[src/logic/acc_add_cfg.svh]
// Offsets, field positions, reset values and widths for the accumulator add unit
`ifndef ACC_ADD_CFG_SVH
`define ACC_ADD_CFG_SVH

// ==========================================================
// Register offsets
`define ACC_REG_ACC 8'h00
`define ACC_REG_BUF 8'h04
`define ACC_REG_SHIFT 8'h08
`define ACC_REG_STATUS 8'h0c
`define ACC_REG_PC 8'h10

// ==========================================================
// Status register fields
`define ACC_ST_CARRY 0
`define ACC_ST_EXCESS 1
`define ACC_ST_SIGNEXT 2
`define ACC_ST_CLAMP 3
`define ACC_ST_AUX_LO 4
`define ACC_ST_AUX_HI 6
`define ACC_ST_BUSY 7

// ==========================================================
// Reset values and limits
`define ACC_RST_WORD 32'h0000_0000
`define ACC_RST_PC 16'h0000
`define ACC_MAX_POS 32'h7fff_ffff
`define ACC_MAX_NEG 32'h8000_0000
`define ACC_PC_STEP 16'h0001
`define ACC_SHIFT_BITS 4
`define ACC_PAGE_BITS 9
`define ACC_OFFSET_BITS 7
`define ACC_AUX_BITS 3
`define ACC_REP_BITS 8
`define ACC_WAIT_BITS 4

`endif

[src/logic/acc_add_pkg.sv]
// Types shared by the accumulator add unit
package acc_add_pkg;

	// ==========================================================
	// Add variants
	typedef enum logic [1:0] {
		OP_ADD_BUF = 2'h0,
		OP_ADD_CARRY = 2'h1,
		OP_ADD_UNSIGNED = 2'h2,
		OP_ADD_VAR_SHIFT = 2'h3
	} add_op_e;

	// ==========================================================
	// Sequencer states, Gray coded along idle, wait, stall, exec
	typedef enum logic [1:0] {
		ST_IDLE = 2'h0,
		ST_WAIT = 2'h1,
		ST_STALL = 2'h3,
		ST_EXEC = 2'h2
	} seq_state_e;

	typedef struct packed {
		seq_state_e state;
		add_op_e op;
		logic [31:0] acc;
		logic [31:0] accumulator_buffer;
		logic [15:0] shift_count;
		logic carry;
		logic excess;
		logic sign_ext;
		logic clamp;
		logic [2:0] aux_sel;
		logic [15:0] pc;
		logic [7:0] rep_left;
		logic [3:0] wait_left;
		logic stall_pend;
		logic [15:0] addr;
		logic [31:0] rdata;
	} unit_state_s;

endpackage : acc_add_pkg

[src/logic/operand_shaper.sv]
// Builds the 32-bit addend and carry-in for each add variant
`include "acc_add_cfg.svh"

module operand_shaper (
	input wire acc_add_pkg::add_op_e i_op,
	input wire logic [15:0] i_mem_data,
	input wire logic [31:0] i_accumulator_buffer,
	input wire logic i_sign_ext,
	input wire logic [3:0] i_shift,
	input wire logic i_carry,
	output logic [31:0] o_addend,
	output logic o_carry_in
);

	logic [31:0] ext_word;

	always_comb begin
		ext_word = i_sign_ext ? {{16{i_mem_data[15]}}, i_mem_data} : {16'h0000, i_mem_data};
		o_addend = `ACC_RST_WORD;
		o_carry_in = 1'b0;
		unique case (i_op)
			acc_add_pkg::OP_ADD_BUF: begin
				o_addend = i_accumulator_buffer;
			end
			acc_add_pkg::OP_ADD_CARRY: begin
				o_addend = {16'h0000, i_mem_data};
				o_carry_in = i_carry;
			end
			acc_add_pkg::OP_ADD_UNSIGNED: begin
				// Same as a plain add with no sign extension and no shift
				o_addend = {16'h0000, i_mem_data};
			end
			acc_add_pkg::OP_ADD_VAR_SHIFT: begin
				o_addend = ext_word << i_shift;
			end
		endcase
	end

endmodule : operand_shaper

[src/logic/acc_add_unit.sv]
// Accumulator datapath and sequencer for the four add variants
// Summary of operation
// - Carry add: accumulator plus zero-extended memory word plus current carry.
// - Carry add updates carry like any ordinary accumulator addition.
// - Carry and unsigned add_unsigned_operand honour clamping, set carry and excess, ignore sign mode.
// - Unsigned add zero-fills the memory word regardless of sign mode.
// - Unsigned add treats the accumulator as signed 32-bit.
// - Unsigned add equals plain add with sign mode clear and shift zero.
// - Variable-shift add shifts the word left by shift register bits 3..0.
// - Variable-shift add sign-extends the word when sign mode is one.
// - Variable-shift add zero-fills upper bits when sign mode is clear.
// - Variable-shift add depends on sign and clamp modes, updates carry and excess.
// - Direct offset spans 0..127 in the page; next aux pointer spans 0..7.
// - Operand and code in the same single-access block cost one extra cycle.
// - Repeated on-chip add_unsigned_operand take n cycles plus program wait cycles.
// - Buffer add sums the accumulator buffer, clamps, updates carry and excess.
`include "acc_add_cfg.svh"

module acc_add_unit #(
	parameter int REP_BITS = `ACC_REP_BITS,
	parameter int WAIT_BITS = `ACC_WAIT_BITS
) (
	input wire logic i_clk_sys,
	input wire logic i_resetn,
	input wire logic i_op_valid,
	input wire acc_add_pkg::add_op_e i_op,
	input wire logic i_indirect,
	input wire logic [6:0] i_dma_offset,
	input wire logic [8:0] i_data_page,
	input wire logic [15:0] i_ind_addr,
	input wire logic i_next_aux_valid,
	input wire logic [2:0] i_next_aux,
	input wire logic i_same_single_access_ram,
	input wire logic [REP_BITS-1:0] i_repeat_count,
	input wire logic [WAIT_BITS-1:0] i_prog_wait,
	input wire logic [15:0] i_mem_data,
	output logic o_ready,
	output logic o_busy,
	output logic o_done,
	output logic o_mem_rd,
	output logic [15:0] o_mem_addr,
	output logic [31:0] o_acc,
	output logic o_carry,
	output logic o_excess,
	output logic [2:0] o_aux_sel,
	output logic [15:0] o_pc,
	input wire logic [7:0] i_reg_addr,
	input wire logic [31:0] i_reg_wdata,
	input wire logic i_reg_wr,
	input wire logic i_reg_rd,
	output logic [31:0] o_reg_rdata
);

	// ==========================================================
	// State and datapath wires
	acc_add_pkg::unit_state_s cur_r;
	acc_add_pkg::unit_state_s cur_nxt;
	logic [31:0] addend;
	logic carry_in;
	logic [32:0] wide_sum;
	logic [31:0] raw_sum;
	logic overflow;
	logic start;
	logic exec;
	logic last_exec;

	operand_shaper u_shaper (
		.i_op(cur_r.op),
		.i_mem_data(i_mem_data),
		.i_accumulator_buffer(cur_r.accumulator_buffer),
		.i_sign_ext(cur_r.sign_ext),
		.i_shift(cur_r.shift_count[`ACC_SHIFT_BITS-1:0]),
		.i_carry(cur_r.carry),
		.o_addend(addend),
		.o_carry_in(carry_in)
	);

	// ==========================================================
	// Adder with carry-out and signed overflow detection
	always_comb begin
		wide_sum = {1'b0, cur_r.acc} + {1'b0, addend} + {32'h0000_0000, carry_in};
		raw_sum = wide_sum[31:0];
		// Accumulator is signed; addend sign bit decides the overflow direction
		overflow = (cur_r.acc[31] == addend[31]) && (raw_sum[31] != cur_r.acc[31]);
	end

	assign start = i_op_valid && (cur_r.state == acc_add_pkg::ST_IDLE);
	assign exec = cur_r.state == acc_add_pkg::ST_EXEC;
	assign last_exec = exec && (cur_r.rep_left <= 8'h01);

	// ==========================================================
	// Next-state logic
	always_comb begin
		cur_nxt = cur_r;
		cur_nxt.rdata = `ACC_RST_WORD;

		// Register bus writes
		if (i_reg_wr) begin
			unique case (i_reg_addr)
				`ACC_REG_ACC: cur_nxt.acc = i_reg_wdata;
				`ACC_REG_BUF: cur_nxt.accumulator_buffer = i_reg_wdata;
				`ACC_REG_SHIFT: cur_nxt.shift_count = i_reg_wdata[15:0];
				`ACC_REG_STATUS: begin
					cur_nxt.carry = i_reg_wdata[`ACC_ST_CARRY];
					// Excess flag clears on writing one; a new overflow below wins
					if (i_reg_wdata[`ACC_ST_EXCESS]) begin
						cur_nxt.excess = 1'b0;
					end
					cur_nxt.sign_ext = i_reg_wdata[`ACC_ST_SIGNEXT];
					cur_nxt.clamp = i_reg_wdata[`ACC_ST_CLAMP];
					cur_nxt.aux_sel = i_reg_wdata[`ACC_ST_AUX_HI:`ACC_ST_AUX_LO];
				end
				`ACC_REG_PC: cur_nxt.pc = i_reg_wdata[15:0];
				default: begin
				end
			endcase
		end

		// Register bus reads, answered one cycle later
		if (i_reg_rd) begin
			unique case (i_reg_addr)
				`ACC_REG_ACC: cur_nxt.rdata = cur_r.acc;
				`ACC_REG_BUF: cur_nxt.rdata = cur_r.accumulator_buffer;
				`ACC_REG_SHIFT: cur_nxt.rdata = {16'h0000, cur_r.shift_count};
				`ACC_REG_STATUS: begin
					cur_nxt.rdata[`ACC_ST_CARRY] = cur_r.carry;
					cur_nxt.rdata[`ACC_ST_EXCESS] = cur_r.excess;
					cur_nxt.rdata[`ACC_ST_SIGNEXT] = cur_r.sign_ext;
					cur_nxt.rdata[`ACC_ST_CLAMP] = cur_r.clamp;
					cur_nxt.rdata[`ACC_ST_AUX_HI:`ACC_ST_AUX_LO] = cur_r.aux_sel;
					cur_nxt.rdata[`ACC_ST_BUSY] = cur_r.state != acc_add_pkg::ST_IDLE;
				end
				`ACC_REG_PC: cur_nxt.rdata = {16'h0000, cur_r.pc};
				default: cur_nxt.rdata = `ACC_RST_WORD;
			endcase
		end

		// Sequencer
		unique case (cur_r.state)
			acc_add_pkg::ST_IDLE: begin
				if (start) begin
					cur_nxt.op = i_op;
					// Page field selects one of 512 pages of 128 words each
					cur_nxt.addr = i_indirect ? i_ind_addr : {i_data_page, i_dma_offset};
					if (i_indirect && i_next_aux_valid) begin
						cur_nxt.aux_sel = i_next_aux;
					end
					cur_nxt.rep_left = (i_repeat_count == '0) ? 8'h01 : 8'(i_repeat_count);
					cur_nxt.wait_left = 4'(i_prog_wait);
					cur_nxt.stall_pend = i_same_single_access_ram;
					if (i_prog_wait != '0) begin
						cur_nxt.state = acc_add_pkg::ST_WAIT;
					end else if (i_same_single_access_ram) begin
						cur_nxt.state = acc_add_pkg::ST_STALL;
					end else begin
						cur_nxt.state = acc_add_pkg::ST_EXEC;
					end
				end
			end
			acc_add_pkg::ST_WAIT: begin
				cur_nxt.wait_left = cur_r.wait_left - 4'h1;
				if (cur_r.wait_left == 4'h1) begin
					cur_nxt.state = cur_r.stall_pend ? acc_add_pkg::ST_STALL : acc_add_pkg::ST_EXEC;
				end
			end
			acc_add_pkg::ST_STALL: begin
				// One extra cycle for the whole run, not one per repetition
				cur_nxt.stall_pend = 1'b0;
				cur_nxt.state = acc_add_pkg::ST_EXEC;
			end
			acc_add_pkg::ST_EXEC: begin
				// One repetition per cycle
				cur_nxt.rep_left = cur_r.rep_left - 8'h01;
				cur_nxt.carry = wide_sum[32];
				if (overflow) begin
					cur_nxt.excess = 1'b1;
				end
				if (overflow && cur_r.clamp) begin
					cur_nxt.acc = cur_r.acc[31] ? `ACC_MAX_NEG : `ACC_MAX_POS;
				end else begin
					cur_nxt.acc = raw_sum;
				end
				if (last_exec) begin
					cur_nxt.pc = cur_r.pc + `ACC_PC_STEP;
					cur_nxt.state = acc_add_pkg::ST_IDLE;
				end
			end
		endcase
	end

	// ==========================================================
	// State register
	always_ff @(posedge i_clk_sys) begin
		if (!i_resetn) begin
			cur_r <= '{
				state: acc_add_pkg::ST_IDLE,
				op: acc_add_pkg::OP_ADD_BUF,
				acc: `ACC_RST_WORD,
				accumulator_buffer: `ACC_RST_WORD,
				shift_count: 16'h0000,
				carry: 1'b0,
				excess: 1'b0,
				sign_ext: 1'b0,
				clamp: 1'b0,
				aux_sel: 3'h0,
				pc: `ACC_RST_PC,
				rep_left: 8'h00,
				wait_left: 4'h0,
				stall_pend: 1'b0,
				addr: 16'h0000,
				rdata: `ACC_RST_WORD
			};
		end else begin
			cur_r <= cur_nxt;
		end
	end

	// ==========================================================
	// Outputs
	assign o_ready = cur_r.state == acc_add_pkg::ST_IDLE;
	assign o_busy = cur_r.state != acc_add_pkg::ST_IDLE;
	assign o_done = last_exec;
	assign o_mem_rd = exec && (cur_r.op != acc_add_pkg::OP_ADD_BUF);
	assign o_mem_addr = cur_r.addr;
	assign o_acc = cur_r.acc;
	assign o_carry = cur_r.carry;
	assign o_excess = cur_r.excess;
	assign o_aux_sel = cur_r.aux_sel;
	assign o_pc = cur_r.pc;
	assign o_reg_rdata = cur_r.rdata;

	logic no_clamp_step;
	assign no_clamp_step = exec && !(overflow && cur_r.clamp) && !i_reg_wr;
endmodule : acc_add_unit

[config.mk]
export PLATFORM = sky130hd
export DESIGN_NAME = acc_add_unit
export DESIGN_NICKNAME = d
export VERILOG_FILES = /design/src/logic/acc_add_pkg.sv /design/src/logic/operand_shaper.sv /design/src/logic/acc_add_unit.sv
export VERILOG_INCLUDE_DIRS = /design/src /design/src/logic
export SDC_FILE = /design/constraint.sdc
export NUM_CORES = 1
export LEC_CHECK = 0
export BUFFER_PORTS_ARGS = -buffer_cell sky130_fd_sc_hd__buf_4
export CAP_MARGIN = 20
export CORE_AREA = 2 2 155 157
export CTS_CLUSTER_SIZE = 24
export DETAILED_ROUTE_END_ITERATION = 12
export DIE_AREA = 0 0 157 159
export PLACE_DENSITY = 0.77
export SKIP_LAST_GASP = 1
export SYNTH_ARGS = -nofsm -noshare
export SYNTH_HDL_FRONTEND = slang
export SYNTH_HIERARCHICAL = 1
export SYNTH_SLANG_ARGS = --single-unit
export TNS_END_PERCENT = 10
[constraint.sdc]
create_clock -name i_clk_sys -period 3.47 [get_ports i_clk_sys]
set_input_delay 0.347 -clock i_clk_sys [delete_from_list [all_inputs] [get_ports i_clk_sys]]
set_output_delay 0.347 -clock i_clk_sys [all_outputs]
set_load 0.1 [all_outputs]
## Word level (Yosys, flattened, before mapping)

Cells that the tools add are included.

| operators by class | value |
|---|---|
| shift-type cells | 1 |
| equal/unequal tests | 16 |
| reductions and logical operators | 31 |
| magnitude comparators | 1 |
| muxes and demuxes | 35 |
| $add $sub $neg | 5 |

Operator list:

| kind | number |
|---|---|
| 32-bit 2-to-1 mux | 6 |
| 103-bit 2-to-1 mux | 1 |
| 24-bit one-hot mux with 4 select lines | 1 |
| 32-bit one-hot mux with 3 select lines | 1 |
| 16-bit 2-to-1 mux | 5 |
| 8-bit one-hot mux with 5 select lines | 1 |
| 32-bit by 32-bit adder with 33-bit output | 1 |
| 33-bit by 1-bit adder with 33-bit output | 1 |
| 32-bit by 4-bit << shifter with 32-bit output | 1 |
| 29-bit 2-to-1 mux | 1 |
| 2-bit AND reduction | 10 |
| 16-bit by 1-bit adder with 16-bit output, second input constant | 1 |
| 8-bit by 4-bit == test with 1-bit output, second input constant | 2 |
| 8-bit zero test | 2 |
| 8-bit one-hot mux with 2 select lines | 1 |
| 2-bit nonzero test | 8 |
| 3-bit 2-to-1 mux | 3 |
| 2-bit == test, second input constant | 4 |
| 8-bit by 3-bit == test with 1-bit output, second input constant | 1 |
| 8-bit by 5-bit == test with 1-bit output, second input constant | 1 |
| 8-bit by 1-bit less-or-equal comparator with 1-bit output, second input constant | 1 |
| 2-bit 2-to-1 mux | 4 |
| 8-bit 2-to-1 mux | 1 |
| 2-bit one-hot mux with 4 select lines | 1 |
| 18 further kinds | 30 |

| word-level totals | value |
|---|---|
| logic and storage cells | 105 |
| flip-flop bits (word level) | 168 |
| input port bits | 113 |
| output and inout port bits | 105 |

## Logic depth before layout (Yosys ltp)

Gate-level depths: netlist of the first run.

| logic depth | value |
|---|---|
| word-level depth | 10 |
| mapped depth | 20 |
| mapped depth without buffers | 18 |

## Cells and area by module

Netlist of the first run, hierarchy kept.

By module, submodules not included:

| module | times used | cells an instance | area an instance (µm²) | seq. area each (µm²) |
|---|---|---|---|---|
| acc_add_unit | 1 | 1262 | 10451.3 | 3363.2 |
| operand_shaper | 1 | 215 | 1510.2 | 0.0 |

## Worst setup path after synthesis of the first run

No wires, ideal clock.

| timing path | value |
|---|---|
| kind | register to register |
| start point | register cur_r[164] (netlist name) |
| end point | register cur_r, in the netlist o_carry |
| slack | -0.307 ns |
| period minus slack after synthesis | 3.777 ns |
| stages on the path, launching flop included | 21 |
| arrival | 3.640 ns |
| library setup time | 0.137 ns |
| buffers on the path | 3 |
| path through | dfxtp_1 inv_1 ha_1 clkbuf_1 clkbuf_1 clkbuf_1 nand2_1 o21ai_0 inv_1 fa_1 inv_1 fa_1 a21oi_1 o22ai_1 and2b_1 o21a_1 a21o_1 a41oi_2 o21ai_2 a2111oi_2 a211oi_1 |

| between the ends | value |
|---|---|
| cells in the longest elaborated chain, start to end | 6 |
| elaborated cells between the ends (all ways) | 10 |
| those cells by class | 2 x add/sub; 3 x eq/ne; 3 x mux; 2 x reduce/logical |

RTL lines:

| what | line | text |
|---|---|---|
| start: declaration | acc_add_unit.sv:56 | `acc_add_pkg::unit_state_s cur_r;` |
| start signal: assignment | acc_add_unit.sv:195 | `cur_r <= '{` |
| start signal: assignment | acc_add_unit.sv:214 | `cur_r <= cur_nxt;` |
| 2-bit by 1-bit == test with 1-bit output / 2-bit == test (equally long branches) | operand_shaper.sv:21 | `unique case (i_op)` |
| 2-bit OR reduction (no line) | - |  |
| 32-bit one-hot mux with 3 select lines * | operand_shaper.sv:21 |  |
| named net addend[0] | acc_add_unit.sv:58 | `logic [31:0] addend;` |
| 32-bit by 32-bit adder with 33-bit output * | acc_add_unit.sv:81 | `wide_sum = {1'b0, cur_r.acc} + {1'b0, addend} + {32'h0000_0000, carry_in};` |
| 33-bit by 1-bit adder with 33-bit output * | acc_add_unit.sv:81 |  |
| 2-bit 2-to-1 mux * | acc_add_unit.sv:139 | `unique case (cur_r.state)` |

Mark *: on every way through the listed nets, which the timed path passes. The rest lies on a longest branch.
A chain may end at the register's enable or synchronous reset.

## Worst setup path after layout of the first run

| timing path | value |
|---|---|
| start point | register cur_r[84] (netlist name) |
| end point | register cur_r, in the netlist o_carry |

| between the ends | value |
|---|---|
| cells in the longest elaborated chain, start to end | 5 |

RTL lines:

| what | line | text |
|---|---|---|
| 32-bit by 4-bit << shifter with 32-bit output | operand_shaper.sv:34 | `o_addend = ext_word << i_shift;` |
| 32-bit one-hot mux with 3 select lines | operand_shaper.sv:21 |  |
| named net addend[17] | acc_add_unit.sv:58 |  |
| 32-bit by 32-bit adder with 33-bit output | acc_add_unit.sv:81 |  |
| 33-bit by 1-bit adder with 33-bit output | acc_add_unit.sv:81 |  |
| 2-bit 2-to-1 mux | acc_add_unit.sv:139 |  |

The timed path passes the listed nets, and every way through them passes these cells.

==> flow_results.org, run 1 <==
** Drt
- For this run, design rule violations remaining after detail routing come to 0.
- Routed length on met3 :: around 3500 um
- Wire segments on met2 add up to 19,000 um in the final route.
- In this run, the number of DRC markers left after iteration 0 of detailed routing was about 1.2k.
- Vias per inst :: 5.87
- Dividing the detail-routed wire length by the instance count gives 19.5 um.
- After detailed routing, the total wire length is 40,500 um.
- For this run, the detailed router's first-pass iteration total came to 6.
- Number of vias after detailed routing :: 12.2k
- Antenna viol nets, final :: 0
- Top layer used by detailed routing :: met5
- After detailed routing, the wire length on met1 is approximately 17,000 um.

** Critical path
- Data required time of the worst path :: 3.77 ns
- The endpoint identified for the worst register-to-register timing path is o_carry.
- The critical path starts at cur_r[84].
- Worst reg2reg setup slack :: -0.42 ns
- Along the worst path, the maximum fanout reaches 8.
- Slowest cell on the critical path :: sky130_fd_sc_hd__mux4_2
- Walking the worst path, the cells encountered are buf_8 > mux4_2 > mux2_4 > a32oi_1 > o21ai_1 > ha_1 > buf_4 > inv_1 > o211ai_1 > a221o_1 > a21o_1 > a41oi_2 > o21ai_2 > a2111oi_2 > a211oi_1.
- Worst Reg-to-Reg Cells :: 15
- WP data arrival :: 4.19 ns
- In this design, the stage delay of the slowest critical-path cell is 0.55 ns.
- The worst setup path is launched from a flop.
- Crit Path Class :: flop to flop
- The startpoint identified for the worst register-to-register timing path is cur_r[84].
- Endpoint of the worst setup timing path :: o_carry
- Worst Setup End Kind :: flop

** Die
- The floorplan step set the die width to 157 um.
- The total area inside the core boundary comes to 23,200 um2.
- Effective utilization at floorplan :: 0.516
- Height of the die :: roughly 160 um
- The floorplan has 56 rows.
- Die Area :: between 20,000 and 25,000 um2
- For this design the top-level I/O count stands at roughly 220.

** Timing
- Setup repair after global routing could not meet its margin everywhere.
- Final Max Tran Viols :: 0
- The smallest clock period supported by the final layout is computed as 3.89 ns.
- Highest clock rate :: around 260 MHz
- In the finished design, the share of the clock period the worst path needs comes to 1.12.
- Worst Clk Skew :: ~0.011 ns
- In the post-route analysis, the smallest setup slack over all paths is -0.424 ns.
- Tightest Pin Transition :: 0.828 ns
- Number of endpoints failing setup at the final stage :: 34
- Max_slew headroom :: 0.447
- Final-layout setup total negative slack :: -11.54 ns
- The hold violation count in the final report came to 0.

** Placed design
- Setup slack at placement :: -0.542 ns
- # port buffers :: 217
- Summed over all nets, the half-perimeter wirelength after detailed placement is 30,500 um.
- The congestion estimate from routability-driven global placement came to around 0.97.

** Synthesis
- Share of the synthesized area in the top cell type :: 0.281
- Counting distinct cell types in the post-synthesis netlist gives between 90 and 100.
- By count the netlist is led by sky130_fd_sc_hd__nand2_1, sky130_fd_sc_hd__dfxtp_1, sky130_fd_sc_hd__buf_4, sky130_fd_sc_hd__a21oi_1, sky130_fd_sc_hd__mux2i_1.
- Main flop type after synthesis :: sky130_fd_sc_hd__dfxtp_1
- Mapped Area :: 12,000 um2
- Register area share after synthesis :: 0.281
- Mean Syn Cell Area :: 8.10 um2
- By area the synthesized netlist is led by sky130_fd_sc_hd__dfxtp_1, sky130_fd_sc_hd__nand2_1, sky130_fd_sc_hd__mux2i_1.
- During synthesis, Yosys emitted a total of 6 warnings.
- The biggest area contributor in the post-synthesis netlist is sky130_fd_sc_hd__dfxtp_1.
- Mapped Nets :: between 1.5k and 2k
- Counting flops and latches in the post-synthesis netlist gives 168.
- For this run, asynchronously set or reset flops after synthesis account for 0.
- Post-synth EDFFs :: 0
- Synthesis handed over a netlist of 1,477 instances.
- sky130_fd_sc_hd__nand2_1 is the most common cell in the netlist.

** Clock network
- Worst skew pair latency :: 0.43 ns
- Deepest clock path buffer count :: 2
- The clock drives 168 sinks.
- TritonCTS Buffers :: 17
- Maximum level of the CTS H-tree :: 4
- CTS root buf :: sky130_fd_sc_hd__clkbuf_16
- TritonCTS built the clock tree.
- Clock-pin slew was measured on the worst setup and hold paths at 0.07 ns.

** Final layout
- In the final layout, the share of cells above drive strength 1 is 0.329.
- For this run, the post-layout net count is about 1.9k.
- Area Growth Syn to Fin :: 29.0%
- The repair_antennas step left the layout with diodes totalling 0.

** GRT
- The first global-routing pass estimated 63,500 um of wire.
- The number of global-route vias before repair came to 11.9k.
- Largest net degree at the start of global routing :: 64
- For this run the aggregate overflow at the end of global routing stands at 0.
- Total track usage :: 0.320
- The number of antenna violations at the first check in global routing is 1.

** Job
- The tool flagged a number of max-cap violations equal to 0.

** Pwr
- Leakage power of the design :: 6.83 nW
- Total power per unit cell area :: 410 nW/um2
- Worst vdd rail ir drop :: 0.000383 V

** Hold path
- The worst hold path belongs to the class primary input to flop.

** Run status
- The final reports fail on setup timing.
- The run finished, with violations left.
-- logic make-up (layout without fill, tap and decap cells) --
| family | after synthesis | after routing | share of synthesized area |
|---|---|---|---|
| AO/OA/AOI/OAI | 425 | 425 | 0.258 |
| XOR/XNOR | 30 | 30 | 0.0220 |
| adder cells (fa/ha/maj) | 42 | 42 | 0.0450 |
| buffers and inverters | 223 | 502 | 0.106 |
| flip-flops | 168 | 168 | 0.281 |
| multiplexers | 106 | 106 | 0.103 |
| AND/OR/NAND/NOR | 483 | 483 | 0.185 |
-- per-layer routing --
layer	track usage	vias up
met5	0	-
met4	0.117	2
met3	0.0604	100
met2	0.522	594
met1	0.421	5751
li1	-	5742
-- cell usage in the layout, fill, tap and decap left out, types with 23 or more instances in the layout --
master / n
sky130_fd_sc_hd__mux2i_1: 75
sky130_fd_sc_hd__nand3_1: 25
sky130_fd_sc_hd__dfxtp_1: 164
sky130_fd_sc_hd__nand2_1: 249
sky130_fd_sc_hd__buf_4: 427
sky130_fd_sc_hd__o211a_1: 23
sky130_fd_sc_hd__inv_1: 34
sky130_fd_sc_hd__a21oi_1: 78
sky130_fd_sc_hd__o21ai_0: 41
sky130_fd_sc_hd__ha_1: 33
sky130_fd_sc_hd__a21boi_0: 48
sky130_fd_sc_hd__nor2_1: 74
-- power by group --
group | total [mW] | leakage (nW) | internal, mW | switching, mW
logic | 2.21 | 5.18 | 0.773 | 1.44
registers | 2.16 | 1.36 | 2.04 | 0.121
clock network | 1.95 | 0.292 | 1.05 | 0.894
total | 6.32 | 6.83 | 3.87 | 2.46
-- worst max-delay path: cells and delay by family, from the launching register on --
family	cells	cell delay (ns)
adder cells (fa/ha/maj)	1	0.34
flip-flops	1	0.39
buffers and inverters	3	0.37
AO/OA/AOI/OAI	9	1.76
multiplexers	2	0.87
-- worst min path at each step --
stage                  startpoint      endpoint  slack, ns  cells past startpoint
floorplan               cur_r[91]     cur_r[91]       0.43                      2
global placement        cur_r[91]     cur_r[91]       0.44                      2
detailed placement      cur_r[96]     cur_r[96]       0.45                      2
CTS                 i_next_aux[2]  o_aux_sel[2]       0.14                      2
global route        i_next_aux[2]  o_aux_sel[2]       0.14                      2
finish              i_next_aux[2]  o_aux_sel[2]       0.15                      2
-- repair_timing --
item / 4_1_cts / 5_1_grt
endpoints found under the hold margin: 0 / 0
endpoints found under the setup margin: 34 / 34
cloned: 1 / 0
gates resized for setup: 41 / 12
hold buffers: 0 / 0
pin swaps: 29 / 6
buffers inserted: 10 / 1
-- area by class of cell --
cell class                      count  area (um2)
Inverter                           35         136
Multi-Input combinational cell   1086        7600
Clock buffer                       20         457
Fill cell                        1941        7760
Timing Repair Buffer              435        3340
Clock inverter                     12         130
Tap cell                          319         399
Sequential cell                   168        3370
-- state kept, by name (all words and copies together), names as in the netlist --
signal and count:
o_aux_sel 3, o_reg_rdata 32, o_excess 1, o_pc 16, o_acc 32, o_carry 1
o_mem_addr 16, cur_r 67
-- metrics by stage --
stage / power (mW) / cells / util / hold slack [ns] / area (um2)
2_1_floorplan: 3.71 / 1477 / - / 0.432 / 12000
3_3_place_gp: 4.31 / 2032 / 0.627 / 0.438 / 14500
6_report: 6.32 / 2075 / 0.666 / 0.151 / 15400
4_1_cts: 6.30 / 2074 / 0.663 / 0.143 / 15400
3_5_place_dp: 4.34 / 2032 / 0.627 / 0.447 / 14500
5_1_grt: 6.55 / 2075 / 0.666 / 0.143 / 15400
(Power assumes the default switching activity.)
==> inputs of run 2 (changes only) <==
Settings changed: MAX_ROUTING_LAYER from default to met4.
==> flow_results.org, run 2 (synthesis gave the netlist of run 1 again) <==
** Final layout
- Filler Cell Count :: 1,931
- Commonest non-fill, non-tap cells in the layout :: sky130_fd_sc_hd__buf_4, sky130_fd_sc_hd__nand2_1, sky130_fd_sc_hd__dfxtp_1
- Diode count :: 0
- Area Growth Syn to Fin :: 30.4%
- The register with the most flip-flops in the final layout is cur_r.
- After the last flow step, the layout net total stands at approximately 1.9k.
- Flip-flop count of the largest register after layout :: 67
- Share of the core filled with cells :: 0.673
- In the final layout, the share of cells above drive strength 1 is 0.337.
- After routing the design area is 15,600 um2.
- Most common library cell in the layout ignoring fill and taps :: sky130_fd_sc_hd__buf_4

** Drt
- Summing over every cut layer, the via total after detailed routing is 12.3k.
- In this run the remaining antenna-violating nets after routing total 0.
- Total iterations of the first detailed-routing run :: 7
- Vias per inst :: 5.87
- For this run, design rule violations remaining after detail routing come to 0.
- Routed wire length :: around 40,000 um
- For this block, the initial DRC count from the detailed router was between 1k and 1.5k.
- WL/cell :: 19.6 um

** Placed design
- In this run the cell area measured after placement is between 10,000 and 15,000 um2.
- After legalization and detailed placement, the total HPWL measured 31,000 um.
- Routability-driven placement finished with a final weighted congestion of around 1.
- # port buffers :: between 200 and 250

** Timing
- Highest clock rate :: between 200 and 300 MHz
- Number of endpoints failing setup at the final stage :: 34
- Setup slack of the critical path after layout :: -0.432 ns
- The number of pins with negative max-slew slack in the final report came to 0.
- For the final database, setup skew stands at 0.0154 ns.
- Dividing the final minimum period by the clock period gives 1.12.
- Setup repair after global routing could not meet its margin everywhere.
- The hold violation count in the final report was 0.
- Final-layout setup total negative slack :: -11.05 ns
- At the pin with the least slew margin, the transition time is 0.873 ns.
- Hold slack :: 0.138 ns
- Max_slew headroom :: 0.416
- Min Clock Period, post-route :: about 3.9 ns

** Clock network
- For this design, the CTS-stage hold fixing added 0 buffers.
- Clock tree synthesis inserted a total of 17 buffers.
- CTS root buf :: sky130_fd_sc_hd__clkbuf_16
- After clock tree synthesis, the clock-pin slew on the worst setup and hold paths is about 0.080 ns.
- The H-tree was split into 4 levels.
- For the worst-skew pair, the clock arrives at the later sink with an insertion delay of 0.45 ns.
- Num Clock Sinks :: about 170
- TritonCTS built the clock tree.
- Deepest clock path buffer count :: 2

** Critical path
- Category of the worst setup path launch point :: flop
- Critical path's largest stage delay :: about 0.56 ns
- Among cell families on the critical path, the largest total delay comes from compound AO/OA/AOI/OAI gates.
- WP data arrival :: 4.27 ns
- Crit Path Max Fanout :: 6
- Crit Path Class :: flop to flop
- In this run the critical register-to-register path is launched from cur_r[84].
- The endpoint identified for the worst register-to-register timing path is o_acc[4].
- Top cell by count, worst path :: sky130_fd_sc_hd__o21ai_2
- The worst register-to-register path has a depth of 16.
- The slowest stage of the critical path belongs to the cell sky130_fd_sc_hd__mux4_2.
- Data required time of the worst path :: 3.84 ns
- Traced cell by cell, the critical path runs through buf_8 > mux4_2 > mux2_4 > a32oi_2 > o21ai_2 > ha_1 > and2_4 > nand4_1 > a211oi_2 > o21a_4 > o21ai_2 > a21o_1 > a31oi_4 > buf_12 > o21ai_1 > a21boi_1.
- Worst reg2reg setup slack :: -0.43 ns
- CP Buf/Inv Count :: 2
- Worst Setup End Kind :: flop

** Run status
- Outcome :: finished with violations
- The final reports fail on setup timing.

** Die
- Rows :: 56
- The die covers 25,000 um2.
- Effective utilization at floorplan :: 0.516
- Top-level port count :: 218
- Die width :: 157 um
- The core region is 23,200 um2.
- Height of the die :: between 150 and 200 um

** Pwr
- Worst vdd rail ir drop :: 0.000471 V
- Total power draw :: between 6 and 7 mW
- The share of total power dissipated in combinational logic is 0.354.
- Relative contribution of the clock network to total power :: 0.307
- The share of total power dissipated in sequential elements is 0.339.
- Leakage power of the design :: 6.90 nW
- Switching Fraction :: 0.394
- For this design the total switching power over the nets is 2.51 mW.
- Internal power of the cells :: 3.86 mW
- For this design the ratio of total power to cell area is 408 nW/um2.

** Job
- Max Cap Viol :: 0

** Hold path
- Class of the tightest hold or removal check :: primary input to flop
- Cell depth of the worst min-delay path :: 2
- The startpoint identified for the worst hold timing path is i_next_aux[1].
- The worst hold path terminates at o_aux_sel[1].

** GRT
- Total track usage :: 0.334
- Remaining Overflow, GRT :: 0
- Vias in the first global route :: 11.9k
- First-pass GRT wire length :: 63,900 um
- The number of antenna violations at the first check in global routing came to 0.
- Entering global routing, the biggest net connects 76 pins.
run 2: changes by cell type in the layout (fill, tap and decap cells not counted), moves of 2 or more:
cell | before | now
sky130_fd_sc_hd__buf_4 | 427 | 439
sky130_fd_sc_hd__buf_6 | 0 | 5
sky130_fd_sc_hd__mux2i_1 | 75 | 71
sky130_fd_sc_hd__clkinvlp_4 | 0 | 3
sky130_fd_sc_hd__dfxtp_2 | 3 | 0
sky130_fd_sc_hd__mux2i_4 | 1 | 4
sky130_fd_sc_hd__clkbuf_8 | 2 | 0
sky130_fd_sc_hd__dfxtp_1 | 164 | 166
run 2: worst max-delay path by stage:
stage / from / end / depth (start not counted)
after floorplan: cur_r[84] / o_acc[17] / 17
after global placement: cur_r[84] / o_acc[16] / 16
after detailed placement: cur_r[85] / o_carry / 17
after CTS: cur_r[84] / o_acc[19] / 15
after global routing: cur_r[84] / o_acc[10] / 16
final: cur_r[84] / o_acc[4] / 16
run 2: area by class of cell:
cell class	instances	area (um2)	area share
repair buffers	450	3460	0.222
inverters	35	136	0.00874
multi-input cells	1086	7650	0.490
flip-flops and latches	168	3370	0.216
clock inverters	14	155	0.00994
well taps	319	399	0.0256
clock buffers	18	429	0.0275
run 2: metal layers:
| layer | global-route usage | vias up | share of wire |
|---|---|---|---|
| met1 | 0.431 | 5846 | 0.42 |
| met3 | 0.0514 | 106 | 0.082 |
| met4 | 0.129 | 0 | 0.032 |
| met2 | 0.526 | 570 | 0.47 |
| met5 | - | - | 0 |
| li1 | - | 5754 | - |
run 2: stage by stage:
stage	cells	setup slack [ns]
after floorplan	1477	-0.118
after global placement	2050	-0.484
after detailed placement	2050	-0.543
after CTS	2088	-0.398
after global routing	2090	-0.572
final	2090	-0.432
run 2: power by group through the flow:
stage	combinational [mW]	sequential, mW	clock, mW
2_1_floorplan	1.54	2.17	0
3_3_place_gp	2.15	2.19	0
3_5_place_dp	2.18	2.19	0
4_1_cts	2.22	2.15	1.97
5_1_grt	2.39	2.17	2.05
6_report	2.25	2.15	1.95
run 2: repair_timing:
action,4_1_cts,5_1_grt
buffers inserted,7,2
setup endpoints to repair,34,34
resized for setup,40,26
pin swaps,17,18
==> inputs of run 3 (changes only) <==
Settings changed: PLACE_DENSITY 0.77 to 0.74.
Clock period 3.47 ns to 4.6 ns, I/O delays scaled along.
==> flow_results.org, run 3 (synthesis gave the netlist of run 1 again) <==
** Run status
- Outcome :: finished, final reports clean

** Pwr
- Power spread over the standard cell area amounts to 339 nW/um2.
- The worst-case IR drop observed on VDD is 0.000273 V.
- Total power draw :: 4.67 mW
- In this run the static leakage power is 5.91 nW.

** Critical path
- Worst Setup End Kind :: flop
- Crit Path Class :: flop to flop
- The worst setup path is launched from a flop.
- Crit Path Max Fanout :: 26
- Data arrives at the worst endpoint at 4.69 ns.
- STA puts the critical path data required time at 4.89 ns.

** Die
- Height of the die :: 159 um
- After floorplanning, the core was sized to cover between 20,000 and 25,000 um2.
- 218 I/O pins were placed.
- Rows :: 56
- Die width :: roughly 160 um
- The die covers 25,000 um2.
- Effective utilization at floorplan :: 0.516

** Placed design
- Input and output buffers added on the ports amount to 217.
- Number of cells in the design after placement :: 1,860
- Routability-driven placement finished with a final weighted congestion of 0.990.
- The wire-length estimate of the detail-placed layout is 28,000 um.

** GRT
- The number of antenna violations at the first check in global routing is 0.
- First-pass GRT wire length :: between 50,000 and 60,000 um
- Remaining Overflow, GRT :: 0
- Entering global routing, the biggest net connects 76 pins.
- Total track usage :: 0.303
- The number of global-route vias before repair was 10.5k.

** Drt
- Detailed routing inserted a total of around 11k vias.
- The detail route stage leaves a number of antenna-violating nets equal to 0.
- Number of design-rule violations left by the first detailed-router iteration :: 1,200
- Routed wire length :: 37,500 um
- WL/cell :: 19.8 um
- For this run, design rule violations remaining after detail routing come to 0.
- Total iterations of the first detailed-routing run :: 9
- In the routed layout, each cell is associated on average with a via count of 6.03.

** Final layout
- After the last flow step, the layout net total stands at between 1.5k and 2k.
- Commonest non-fill, non-tap cells in the layout :: sky130_fd_sc_hd__buf_4, sky130_fd_sc_hd__nand2_1, sky130_fd_sc_hd__dfxtp_1
- The number of antenna diodes in the final layout is 0.
- Proportion of layout cells with a drive suffix above 1 :: 0.222
- Largest reg by FF count :: cur_r
- After the flow finishes, the layout carries non-filler instances totaling 1,892.
- Area Growth Syn to Fin :: 15.3%
- Most common library cell in the layout ignoring fill and taps :: sky130_fd_sc_hd__buf_4
- The register with the most flip-flops in the layout has 67 of them.

** Clock network
- After clock tree synthesis, the flow added hold-fix buffers numbering 0.
- Num Clock Sinks :: 168
- The clock passes through at most 2 buffers.
- Buffers inserted by post-CTS timing repair :: 0
- CTS root buf :: sky130_fd_sc_hd__clkbuf_16
- TritonCTS Buffers :: 17
- Clock-pin slew was measured on the worst setup and hold paths at 0.07 ns.
- Worst skew pair latency :: around 0.44 ns
- TritonCTS built the clock tree.
- Maximum level of the CTS H-tree :: 4

** Timing
- The hold violation count in the final report came to 0.
- The worst pin sits at a relative slew slack of 0.218.
- Min Clock Period, post-route :: between 4 and 5 ns
- Static timing analysis puts the maximum clock frequency at 228 MHz.
- Hold slack :: 0.252 ns
- Tightest Pin Transition :: 1.17 ns
- Period Utilization, post-route :: 0.955
- The number of pins with negative max-slew slack in the final report came to 0.
- Worst Clk Skew :: around 0.013 ns
- Setup violations remaining at the end of the flow were counted as 0.
- Setup repair after global routing could not meet its margin everywhere.

** Hold path
- Class of the tightest hold or removal check :: primary input to flop

** Job
- Max Cap Viol :: 0
## run 3: routing by layer
metal / GRT usage / routed length, um / vias up
li1: - / - / 5374
met1: 0.414 / 16500 / 5445
met2: 0.464 / 17100 / 510
met3: 0.0427 / 3000 / 77
met4: 0.0917 / 922 / 0
met5: - / 0 / -
## run 3: layout make-up
type                            count  area [um2]
Tap cell                          319         399
Inverter                           35         136
Multi-Input combinational cell   1086        7350
Sequential cell                   168        3360
Clock inverter                     12         163
Clock buffer                       20         457
Timing Repair Buffer              252        1920
Fill cell                        2140        9410
## run 3: power breakdown
group | internal [mW] | switching [mW]
logic | 0.466 | 1.03
clock network | 0.891 | 0.652
registers | 1.54 | 0.0943
## run 3: worst paths after layout
kind                            slack [ns]     startpoint  cells after the start      endpoint
worst min register to register        0.46      cur_r[97]                      2     cur_r[97]
worst min-delay path                  0.25  i_next_aux[1]                      2  o_aux_sel[1]
worst max-delay path                  0.21      cur_r[84]                     15     o_acc[22]
worst max register to register        0.21      cur_r[84]                     15     o_acc[22]
## run 3: stage by stage
stage | area, um2 | setup WS (ns) | setup TNS, ns | util
2_1_floorplan | 12000 | 0.823 | 0 | -
3_3_place_gp | 13200 | 0.320 | 0 | 0.568
3_5_place_dp | 13200 | 0.213 | 0 | 0.568
4_1_cts | 13800 | 0.165 | 0 | 0.594
5_1_grt | 13800 | -0.00954 | -0.00954 | 0.594
6_report | 13800 | 0.205 | 0 | 0.594
## run 3: worst max-delay path: stages, from the launching register on
cell and delay [ns]:
sky130_fd_sc_hd__dfxtp_1 0.36, sky130_fd_sc_hd__buf_12 0.21, sky130_fd_sc_hd__mux4_2 0.54, sky130_fd_sc_hd__a22o_1 0.27
sky130_fd_sc_hd__a22oi_1 0.36, sky130_fd_sc_hd__o21ai_1 0.11, sky130_fd_sc_hd__ha_1 0.35, sky130_fd_sc_hd__a21oi_2 0.26
sky130_fd_sc_hd__o22ai_1 0.17, sky130_fd_sc_hd__and2b_1 0.22, sky130_fd_sc_hd__o21a_1 0.26, sky130_fd_sc_hd__a21o_1 0.24
sky130_fd_sc_hd__xnor2_1 0.27, sky130_fd_sc_hd__a21oi_1 0.11, sky130_fd_sc_hd__o21ai_0 0.38, sky130_fd_sc_hd__o21ai_0 0.15
## run 3: repair_timing
action,CTS,global route
setup endpoints to repair,0,7
hold endpoints to repair,0,0
resized for setup,0,1
